[src/dbs_pkg.sv]
// Package for the data buffer steering block: constants and carrier types.
// Assumes a single 10 MHz reference clock; the only software-visible registers are the two read-only latch slots.
`default_nettype none

package dbs_pkg;

  // Bus widths
  localparam int DATA_W = 32;
  localparam int ADDR_W = 10;
  localparam int HALF_W = 16;

  // Reset values
  localparam logic RST_DIR       = 1'b1; // Write direction is the resting level
  localparam logic RST_OE        = 1'b0;
  localparam logic [31:0] RST_DATA = 32'h0000_0000;
  localparam logic [1:0] RST_STEER = 2'h0;  // Processor to memory-bus DRAM
  localparam logic       RST_OWNER = 1'b1;  // Processor owns the bus
  localparam logic [9:0] RST_ADDR  = 10'h000;

  // Internal register slots decoded from the peripheral address
  localparam logic [9:0] LATCH_LO_ADDR = 10'h0e0;
  localparam logic [9:0] LATCH_HI_ADDR = 10'h0e2;

  // Steering choices
  typedef enum logic [1:0] {
    DBS_STEER_CPU_MEM,
    DBS_STEER_CPU_LOCAL,
    DBS_STEER_OWNER_MEM,
    DBS_STEER_OWNER_UPPER
  } dbs_steer_t;

  // Synchronised control inputs
  typedef struct packed {
    logic xbusEnableN;
    logic intAckN;
    logic narrowTranslate;
    logic holdAck;
    logic placementStrap;
    logic busOwnerN;
    logic videoCmdN;
    logic ioReadN;
    logic progDecode;
  } dbs_ctrl_t;

endpackage

`default_nettype wire

[src/data_buffer_steering.sv]
// Data buffer steering control: transceiver direction, local bus drive and read latch.
// Assumes all control pins are asynchronous to ref_clk and are synchronised here.
`timescale 1ns/10ps
`default_nettype none

module data_buffer_steering (
  input  wire logic                        ref_clk,
  input  wire logic                        resetn,
  input  wire logic                        system_reset_in,
  input  wire logic                        xbus_xcvr_enable_n,
  input  wire logic                        int_ack_n,
  input  wire logic                        narrow_owner_translate,
  input  wire logic                        hold_ack,
  input  wire logic                        dram_placement_strap,
  input  wire logic                        bus_owner_n,
  input  wire logic                        video_cmd_strobe_n,
  input  wire logic                        periph_io_read_n,
  input  wire logic                        prog_decode_out,
  input  wire logic [dbs_pkg::ADDR_W-1:0]  periph_addr,
  input  wire logic [dbs_pkg::DATA_W-1:0]  mem_data_in,
  input  wire logic [dbs_pkg::DATA_W-1:0]  cpu_local_data_in,
  output logic      [dbs_pkg::DATA_W-1:0]  cpu_local_data_out,
  output logic                             cpu_local_data_oe,
  output logic                             xbus_direction,
  output logic      [1:0]                  steer_select,
  output logic                             owner_is_cpu
);

  ////////////////////////////////////////////////////////////////////////////
  // Two-stage synchronisers for the control, address, memory data and system reset inputs
  dbs_pkg::dbs_ctrl_t ctrlMeta_reg;
  dbs_pkg::dbs_ctrl_t ctrlSync_reg;
  logic [dbs_pkg::ADDR_W-1:0] addrMeta_reg;
  logic [dbs_pkg::ADDR_W-1:0] addrSync_reg;
  logic [dbs_pkg::DATA_W-1:0] memMeta_reg;
  logic [dbs_pkg::DATA_W-1:0] memSync_reg;
  logic                       rstMeta_reg;
  logic                       rstSync_reg;
  dbs_pkg::dbs_ctrl_t ctrlRaw;

  // Gather raw control pins
  always_comb begin
    ctrlRaw.xbusEnableN     = xbus_xcvr_enable_n;
    ctrlRaw.intAckN         = int_ack_n;
    ctrlRaw.narrowTranslate = narrow_owner_translate;
    ctrlRaw.holdAck         = hold_ack;
    ctrlRaw.placementStrap  = dram_placement_strap;
    ctrlRaw.busOwnerN       = bus_owner_n;
    ctrlRaw.videoCmdN       = video_cmd_strobe_n;
    ctrlRaw.ioReadN         = periph_io_read_n;
    ctrlRaw.progDecode      = prog_decode_out;
  end

  // Synchroniser flops; idle levels after reset, except the system reset pair, which loads asserted
  always_ff @(posedge ref_clk or negedge resetn) begin
    if (!resetn) begin
      ctrlMeta_reg <= '{xbusEnableN: 1'b1, intAckN: 1'b1, busOwnerN: 1'b1, videoCmdN: 1'b1, ioReadN: 1'b1,
                        default: 1'b0};
      ctrlSync_reg <= '{xbusEnableN: 1'b1, intAckN: 1'b1, busOwnerN: 1'b1, videoCmdN: 1'b1, ioReadN: 1'b1,
                        default: 1'b0};
      addrMeta_reg <= dbs_pkg::RST_ADDR;
      addrSync_reg <= dbs_pkg::RST_ADDR;
      memMeta_reg  <= dbs_pkg::RST_DATA;
      memSync_reg  <= dbs_pkg::RST_DATA;
      rstMeta_reg  <= 1'b1;
      rstSync_reg  <= 1'b1;
    end else begin
      ctrlMeta_reg <= ctrlRaw;
      ctrlSync_reg <= ctrlMeta_reg;
      addrMeta_reg <= periph_addr;
      addrSync_reg <= addrMeta_reg;
      memMeta_reg  <= mem_data_in;
      memSync_reg  <= memMeta_reg;
      rstMeta_reg  <= system_reset_in;
      rstSync_reg  <= rstMeta_reg;
    end
  end

  ////////////////////////////////////////////////////////////////////////////
  // Decode helpers
  function automatic logic isLatchAddr(input logic [dbs_pkg::ADDR_W-1:0] a);
    isLatchAddr = (a == dbs_pkg::LATCH_LO_ADDR) || (a == dbs_pkg::LATCH_HI_ADDR);
  endfunction

  ////////////////////////////////////////////////////////////////////////////
  // Steering, direction, latch and drive next-state
  logic                       xbusDirection_reg;
  logic                       xbusDirection_next;
  logic [1:0]                 steer_reg;
  logic [1:0]                 steer_next;
  logic                       ownerCpu_reg;
  logic                       ownerCpu_next;
  logic [dbs_pkg::DATA_W-1:0] readLatch_reg;
  logic [dbs_pkg::DATA_W-1:0] readLatch_next;
  logic [dbs_pkg::DATA_W-1:0] dataOut_reg;
  logic [dbs_pkg::DATA_W-1:0] dataOut_next;
  logic                       dataOe_reg;
  logic                       dataOe_next;
  logic                       periphRead;
  logic                       regHit;
  dbs_pkg::dbs_steer_t        steerSel;

  always_comb begin
    // Peripheral read in progress: enable low and read strobe low, not a programmable decode
    periphRead = !ctrlSync_reg.xbusEnableN && !ctrlSync_reg.ioReadN
                 && !ctrlSync_reg.progDecode;
    // Read when a peripheral read or interrupt acknowledge, else rest high
    xbusDirection_next = !(periphRead || !ctrlSync_reg.intAckN);
    // Non-processor owner: hold acknowledge or external owner present
    ownerCpu_next = !(ctrlSync_reg.holdAck || !ctrlSync_reg.busOwnerN);
    if (!ownerCpu_next && ctrlSync_reg.narrowTranslate) begin
      steerSel = dbs_pkg::DBS_STEER_OWNER_UPPER;
    end else if (!ownerCpu_next) begin
      steerSel = ctrlSync_reg.placementStrap ? dbs_pkg::DBS_STEER_CPU_LOCAL
                                             : dbs_pkg::DBS_STEER_OWNER_MEM;
    end else begin
      steerSel = ctrlSync_reg.placementStrap ? dbs_pkg::DBS_STEER_CPU_LOCAL
                                             : dbs_pkg::DBS_STEER_CPU_MEM;
    end
    steer_next = steerSel;
    // Video command captures memory data into the read latches
    readLatch_next = !ctrlSync_reg.videoCmdN ? memSync_reg : readLatch_reg;
    // Register read of the latch slots drives the local bus while the processor owns it
    regHit = isLatchAddr(addrSync_reg) && !ctrlSync_reg.ioReadN;
    dataOe_next = regHit && ownerCpu_next;
    if (regHit && steerSel == dbs_pkg::DBS_STEER_OWNER_UPPER) begin
      dataOut_next = {readLatch_reg[dbs_pkg::HALF_W-1:0], readLatch_reg[dbs_pkg::DATA_W-1:dbs_pkg::HALF_W]};
    end else if (regHit && addrSync_reg == dbs_pkg::LATCH_HI_ADDR) begin
      dataOut_next = {16'h0000, readLatch_reg[dbs_pkg::DATA_W-1:dbs_pkg::HALF_W]};
    end else if (regHit) begin
      dataOut_next = readLatch_reg;
    end else begin
      dataOut_next = dbs_pkg::RST_DATA;
    end
    // System reset forces every state to its default
    if (rstSync_reg) begin
      xbusDirection_next = dbs_pkg::RST_DIR;
      ownerCpu_next      = dbs_pkg::RST_OWNER;
      steer_next         = dbs_pkg::RST_STEER;
      readLatch_next     = dbs_pkg::RST_DATA;
      dataOut_next       = dbs_pkg::RST_DATA;
      dataOe_next        = dbs_pkg::RST_OE;
    end
  end

  // State registers
  always_ff @(posedge ref_clk or negedge resetn) begin
    if (!resetn) begin
      xbusDirection_reg <= dbs_pkg::RST_DIR;
      steer_reg         <= dbs_pkg::RST_STEER;
      ownerCpu_reg      <= dbs_pkg::RST_OWNER;
      readLatch_reg     <= dbs_pkg::RST_DATA;
      dataOut_reg       <= dbs_pkg::RST_DATA;
      dataOe_reg        <= dbs_pkg::RST_OE;
    end else begin
      xbusDirection_reg <= xbusDirection_next;
      steer_reg         <= steer_next;
      ownerCpu_reg      <= ownerCpu_next;
      readLatch_reg     <= readLatch_next;
      dataOut_reg       <= dataOut_next;
      dataOe_reg        <= dataOe_next;
    end
  end

  // Outputs straight from flops
  assign xbus_direction     = xbusDirection_reg;
  assign steer_select       = steer_reg;
  assign owner_is_cpu       = ownerCpu_reg;
  assign cpu_local_data_out = dataOut_reg;
  assign cpu_local_data_oe  = dataOe_reg;

  ////////////////////////////////////////////////////////////////////////////
  // Assertions
  a_dir_read_ack: assert property (@(posedge ref_clk) disable iff (!resetn)
    (!ctrlSync_reg.intAckN && !rstSync_reg) |=> !xbus_direction) else $error("ack did not force read");
  a_dir_rest_high: assert property (@(posedge ref_clk) disable iff (!resetn)
    (ctrlSync_reg.intAckN && (ctrlSync_reg.xbusEnableN || ctrlSync_reg.ioReadN)) |=> xbus_direction)
    else $error("direction left rest");
  a_dir_periph_rd: assert property (@(posedge ref_clk) disable iff (!resetn)
    (!ctrlSync_reg.xbusEnableN && !ctrlSync_reg.ioReadN && !ctrlSync_reg.progDecode && !rstSync_reg)
    |=> !xbus_direction) else $error("peripheral read not low");
  a_dir_prog_skip: assert property (@(posedge ref_clk) disable iff (!resetn)
    (ctrlSync_reg.progDecode && ctrlSync_reg.intAckN) |=> xbus_direction)
    else $error("decode switched dir");
  a_reset_idle: assert property (@(posedge ref_clk) disable iff (!resetn)
    rstSync_reg |=> (xbus_direction && !cpu_local_data_oe && owner_is_cpu)) else $error("reset not idle");
  a_owner_hold: assert property (@(posedge ref_clk) disable iff (!resetn)
    (ctrlSync_reg.holdAck && !rstSync_reg) |=> !owner_is_cpu) else $error("hold not owner");
  a_owner_ext: assert property (@(posedge ref_clk) disable iff (!resetn)
    (!ctrlSync_reg.busOwnerN && !rstSync_reg) |=> (!owner_is_cpu && !cpu_local_data_oe))
    else $error("ext owner ignored");
  a_steer_upper: assert property (@(posedge ref_clk) disable iff (!resetn)
    (ctrlSync_reg.holdAck && ctrlSync_reg.narrowTranslate && !rstSync_reg) |=> steer_select == 2'b11)
    else $error("narrow not upper");
  a_steer_strap: assert property (@(posedge ref_clk) disable iff (!resetn)
    (ctrlSync_reg.placementStrap && !ctrlSync_reg.narrowTranslate && !rstSync_reg) |=> steer_select == 2'b01)
    else $error("strap not local");
  a_latch_video: assert property (@(posedge ref_clk) disable iff (!resetn)
    (!ctrlSync_reg.videoCmdN && !rstSync_reg) |=> readLatch_reg == $past(memSync_reg))
    else $error("latch missed");
  a_drive_read: assert property (@(posedge ref_clk) disable iff (!resetn)
    (isLatchAddr(addrSync_reg) && !ctrlSync_reg.ioReadN && ownerCpu_next && !rstSync_reg) |=> cpu_local_data_oe)
    else $error("no local drive");

  c_periph_read: cover property (@(posedge ref_clk) disable iff (!resetn) $fell(xbus_direction));
  c_int_ack: cover property (@(posedge ref_clk) disable iff (!resetn) !ctrlSync_reg.intAckN ##1 !xbus_direction);
  c_narrow: cover property (@(posedge ref_clk) disable iff (!resetn) steer_select == 2'b11);
  c_reg_read: cover property (@(posedge ref_clk) disable iff (!resetn) $rose(cpu_local_data_oe));

endmodule

`default_nettype wire

[config.mk]
export PLATFORM = sky130hd
export DESIGN_NAME = data_buffer_steering
export DESIGN_NICKNAME = d
export VERILOG_FILES = /design/src/dbs_pkg.sv /design/src/data_buffer_steering.sv
export SDC_FILE = /design/constraint.sdc
export NUM_CORES = 1
export LEC_CHECK = 0
export BUFFER_PORTS_ARGS = -buffer_cell sky130_fd_sc_hd__clkbuf_2
export CORE_ASPECT_RATIO = 1.2
export CORE_MARGIN = 2
export CORE_UTILIZATION = 35
export CTS_BUF_LIST = sky130_fd_sc_hd__clkbuf_8
export CTS_CLUSTER_DIAMETER = 30
export CTS_CLUSTER_SIZE = 28
export DETAILED_ROUTE_END_ITERATION = 7
export PLACE_DENSITY = 0.58
export SKIP_LAST_GASP = 1
export SLEW_MARGIN = 20
export SYNTH_ARGS = -nofsm -noshare
export SYNTH_HDL_FRONTEND = slang
export SYNTH_SLANG_ARGS = --single-unit
[constraint.sdc]
create_clock -name ref_clk -period 2.9 [get_ports ref_clk]
set_input_delay 0.58 -clock ref_clk [delete_from_list [all_inputs] [get_ports ref_clk]]
set_output_delay 0.58 -clock ref_clk [all_outputs]
set_load 0.02 [all_outputs]
# Word level (Yosys, flattened, before mapping)

Index checks and enable logic that the tools add are counted.

Order comparisons: 0
Shift operators: 0
Bitwise logic cells: 0
Div/mod/pow operators: 0
Equality and inequality tests: 4
Reduce and logical (&&, ||, !) cells: 17
Add/sub/neg operators: 0
Multipliers: 0
Multiplexer cells: 14

Operators by type and width:

| kind                                                                    | count |
|---|---|
| 32-bit two-way mux                                                      | 6 |
| 10-bit by 8-bit equality test with 1-bit output, second input constant  | 2 |
| 2-bit two-way mux                                                       | 4 |
| 1-bit logical AND                                                       | 7 |
| 1-bit zero test                                                         | 7 |
| 1-bit two-way mux                                                       | 4 |
| 1-bit logical OR                                                        | 3 |
| 2-bit equality test, second input constant                              | 1 |
| 2-bit by 1-bit inequality test with 1-bit output, second input constant | 1 |

Output and inout bits: 37
Bits in writable memories: 0
Word-level logic and storage cells: 65
Memories kept: 0
Flip-flop bits (word level): 173
Latch bits: 0
Bits in read-only memories: 0

# Depth between registers and ports, before layout

Depth after elaboration: 8
Mapped depth: 5
Mapped depth without buffers: 3

# Worst setup path after synthesis

No wires, ideal clock.

Kind: register -> register
From: register ctrlSync_reg[2] (netlist name)
To: register readLatch_reg[10] (netlist name)
Data arrival time: 1202 ps
Required time: 2768 ps
Stages on the path, launching flop included: 5
Path slack: 1566 ps
Setup time: 132 ps
Cell sequence: dfstp_2 clkbuf_1 buf_2 mux2i_1 nor2_1

Word-level cells in the longest chain between the ends: 1

Ends and longest elaborated chain:

| element                                                           | line                        | text |
|---|---|---|
| start, declared                                                   | data_buffer_steering.sv:32  | `dbs_pkg::dbs_ctrl_t ctrlSync_reg;` |
| start signal, assigned                                            | data_buffer_steering.sv:59  | `ctrlSync_reg <= '{xbusEnableN: 1'b1, intAckN: 1'b1, busOwnerN: 1'b1, videoCmdN: 1'b1, ioReadN: 1'b1,` |
| start signal, assigned                                            | data_buffer_steering.sv:69  | `ctrlSync_reg <= ctrlMeta_reg;` |
| 2-bit by 1-bit inequality test with 1-bit output (no source line) | --                          |  |
| end signal, assigned                                              | data_buffer_steering.sv:152 | `readLatch_reg <= dbs_pkg::RST_DATA;` |
| end signal, assigned                                              | data_buffer_steering.sv:159 | `readLatch_reg <= readLatch_next;` |
| end, declared                                                     | data_buffer_steering.sv:93  | `logic [dbs_pkg::DATA_W-1:0] readLatch_reg;` |

Every way passes these cells.
A chain may end at the register's enable or synchronous reset.

# Worst setup path in the final report

From: register rstSync_reg
To: register dataOut_reg (netlist bit cpu_local_data_out[5])

Word-level cells in the longest chain between the ends: 1

Ends and longest elaborated chain:

| element                    | line                        | text |
|---|---|---|
| start, declared            | data_buffer_steering.sv:38  | `logic rstSync_reg;` |
| start signal, assigned     | data_buffer_steering.sv:75  | `rstSync_reg <= rstMeta_reg;` |
| 32-bit two-way mux         | data_buffer_steering.sv:136 | `if (rstSync_reg) begin` |
| via dataOut_next (one bit) | data_buffer_steering.sv:96  | `logic [dbs_pkg::DATA_W-1:0] dataOut_next;` |
| end signal, assigned       | data_buffer_steering.sv:153 | `dataOut_reg <= dbs_pkg::RST_DATA;` |
| end signal, assigned       | data_buffer_steering.sv:160 | `dataOut_reg <= dataOut_next;` |
| end, declared              | data_buffer_steering.sv:95  | `logic [dbs_pkg::DATA_W-1:0] dataOut_reg;` |

The timed path passes the listed nets, and every way through them passes these cells.

==> results by stage <==
Synthesis:
- The distinct cell type count of the synthesized netlist is 21.
- The area share of the largest cell type after synthesis is 68.4%.
- The gate count of the mapped netlist is 425.
- The portion of synthesized area spent on multiplexers is 5.51%.
- The area fraction in and, or, nand and nor cells after synthesis is 11.0%.
- The share of the yosys chip area belonging to registers is 74.8%.
- By area the synthesized netlist is led by dfrtp_1 68%, dfstp_2 6.3%, mux2i_1 5.5%.
- The average cell area after synthesis is 13.7 um2.
- Summed over all instances, the cell type with the most area after synthesis is dfrtp_1.
- The count of yosys warnings during synthesis is 0.
- The adder-cell share of the synthesized area is 0%.
- The synthesized netlist devotes 0% of its cell area to XOR and XNOR gates.
- The number of nets in the synthesized netlist is 511.
- The number of synthesized register bits is 173.
- The area fraction in compound gates after synthesis is 6.15%.
- By area, the combinational part of the netlist is dominated by simple AND/OR/NAND/NOR gates.
- The synthesized netlist occupies a cell area of 5810 um2.

Timing:
- Summed over all failing endpoints, the final setup total negative slack is 0 ns.
- The worst slew slack as a fraction of its limit is 32.0%.
- Once routing completed, OpenROAD measured the worst setup slack at 0.927 ns.
- Timing would allow up to 0.507 GHz.
- The count of final max-slew check failures is 0.
- The final critical delay including setup and external delays is 1.97 ns.
- Setup violations remaining at the end of the flow were counted as 0.
- Setup repair after global routing left no endpoint under its margin.
- The actual slew at the worst max-slew pin is 1.02 ns.
- Between clock sinks in the finished design, the worst skew comes to 0.0106 ns.
- Of the available clock period, the critical path in the final layout requires 68.0%.
- The count of endpoints failing hold in the final timing report is 0.

Floorplanning:
- The area of the core region is 16300 um2.
- In this run the horizontal extent of the chip is 122 um.
- The starting density of the core is 35.7%.
- For this design the top-level I/O count stands at 123.
- The die is 145 um tall.
- The number of cell rows is 51.
- The die area is 17700 um2.

Drt:
- The DRC violation count after routing is 0.
- In this run the remaining antenna-violating nets after routing total 0.
- For this block, the via count after detailed routing is 3410.
- The total routed wirelength is 10700 um.
- The via-per-instance ratio is 4.63.
- The violation count after the first detailed-routing iteration is 295.
- Dividing the detail-routed wire length by the instance count gives 14.6 um.
- The first TritonRoute pass finished after 5 iterations.

Critical path:
- The critical path launch point type is a flip-flop.
- The worst endpoint data arrival time is 2.33 ns.
- The category of the worst setup path capture point is a flip-flop.
- Along the worst path, the maximum fanout reaches 36.
- The category of the critical setup timing path is reg2reg.
- At the worst endpoint, the required time is 3.25 ns.

Clock network:
- The latest clock arrival within the worst-skew pair is 0.45 ns.
- The number of buffers on the longest clock path is 2.
- The clock tree from TritonCTS is done.
- In this run, post-CTS hold repair placed 0 buffers.
- The post-CTS resize count is 0.
- Clock-pin slew was measured on the worst setup and hold paths at 0.09 ns.
- The number of buffers created by CTS is 17.
- The CTS root buffer is clkbuf_8.
- The number of clock sinks is 173.
- In this run the number of H-tree levels came out at 4.
- After clock tree synthesis, the setup repair step added 0 buffers.

Final layout:
- Fill cells in the final layout number 1566.
- 0 antenna diodes ended up in the layout.
- The finished cells cover 6840 um2.
- From synthesis to final layout, the design area changed by 17.6%.
- The net count of the finished layout is 598.
- The end-of-flow core utilization is 42.0%.
- The share of layout cells above drive strength 1 is 27.6%.

Placement:
- The placed standard-cell area is 6460 um2.
- The half-perimeter wire length after detailed placement is 6900 um.
- The post-place setup slack is 0.890 ns.
- The number of I/O port buffers is 90.
- The final estimated routing congestion in global placement is 0.770.

Global route:
- The first global-routing pass estimated 18100 um of wire.
- The initial antenna violation count is 0.
- The number of global-route vias before repair is 3614.
- The sum of overflow across all layers after global routing is 0.
- The all-layer global routing usage is 13.4%.
- The pin count of the biggest net entering global routing is 74.

Power:
- Power spread over the standard cell area amounts to 640 nW/um2.
- The overall power after layout is 4380 uW.
- The static leakage is 0.00321 uW.
- IR analysis of the VDD net gives a maximum drop of 0.358 mV.

Run:
- Across the run, the number of max-cap violations was 0.

Min path:
- The classification of the worst-slack hold path is in2async.

Run status:
- The flow ran to the end, and the final reports show no timing, DRC or antenna violations.
## where the power goes
part | internal [uW] | switching (uW) | total [uW]
sequential | 2520 | 71.3 | 2590
clock | 773 | 801 | 1570
combinational | 87.6 | 124 | 212
## through the flow
step	hold slack, ns	std cells
floorplan	0.284	425
global placement	0.333	705
detailed placement	0.335	705
CTS	0.0842	737
global route	0.0980	737
finish	0.0914	737
## per-layer routing
metal / share of wire, % / global-route usage [%]
met2: 50 / 21.0
met5: 0 / 0
met1: 44 / 17.3
met3: 5.5 / 4.99
met4: 1.2 / 4.25
## placed cells by master, fill, tap and decap left out, drive strengths merged, types with 5 or more instances in the layout
cell,Yosys,layout
a21oi,18,18
o21ai,32,32
nand3,32,32
dfrtp,159,159
nor2,35,35
nor2b,29,29
a31oi,16,16
inv,1,5
clkinv,0,6
dfstp,14,14
mux2i,32,32
nand2,16,16
buf,10,9
clkbuf,20,107
## layout make-up
cell class / count / area (um2) / share of cell area (%)
Inverter: 1 / 3.75 / 0.0549
Tap cell: 212 / 265 / 3.88
Multi-Input combinational cell: 221 / 1320 / 19.3
Sequential cell: 173 / 4350 / 63.6
Clock inverter: 14 / 129 / 1.88
Clock buffer: 18 / 248 / 3.62
Timing Repair Buffer: 98 / 529 / 7.74
## final timing paths
kind	cells past startpoint	to	slack, ns	start
setup reg to reg	3	cpu_local_data_out[5]$_DFF_PN0_	0.93	rstSync_reg$_DFF_PN1_
setup / recovery	3	cpu_local_data_out[5]$_DFF_PN0_	0.93	rstSync_reg$_DFF_PN1_
hold / removal	1	memMeta_reg[30]$_DFF_PN0_	0.09	resetn
hold reg to reg	0	memSync_reg[6]$_DFF_PN0_	0.35	memMeta_reg[6]$_DFF_PN0_
min in group ref_clk	1	ctrlMeta_reg[1]$_DFF_PN1_	0.20	periph_io_read_n
max in group asynchronous	2	rstMeta_reg$_DFF_PN1_	1.99	resetn
## logic make-up (layout without fill, tap and decap cells)
kind of cell / Yosys count / in the layout
buffers and inverters: 31 / 131
AO/OA/AOI/OAI: 67 / 67
flip-flops: 173 / 173
multiplexers: 32 / 32
AND/OR/NAND/NOR: 122 / 122
## worst max-delay path, stage by stage, from the launching register on
cell and delay (ns):
dfstp_2 0.60, nor4_4 0.42, nand4_4 0.47, a31oi_1 0.38
## cell usage after synthesis
| cell | number |
|---|---|
| buf_2 | 5 |
| buf_4 | 2 |
| dfrtp_1 | 159 |
| nor2b_1 | 29 |
| nand3_1 | 32 |
| a21oi_1 | 18 |
| nand2_1 | 16 |
| clkbuf_1 | 20 |
| o21ai_0 | 32 |
| nand2b_1 | 3 |
| nor2_1 | 35 |
| nor4_4 | 1 |
| and4bb_2 | 1 |
| inv_1 | 1 |
| a31oi_1 | 16 |
| buf_6 | 3 |
| o31ai_1 | 1 |
| and2b_1 | 4 |
| mux2i_1 | 32 |
| dfstp_2 | 14 |
| nand4_4 | 1 |
Power figures use the tool's default switching activity.
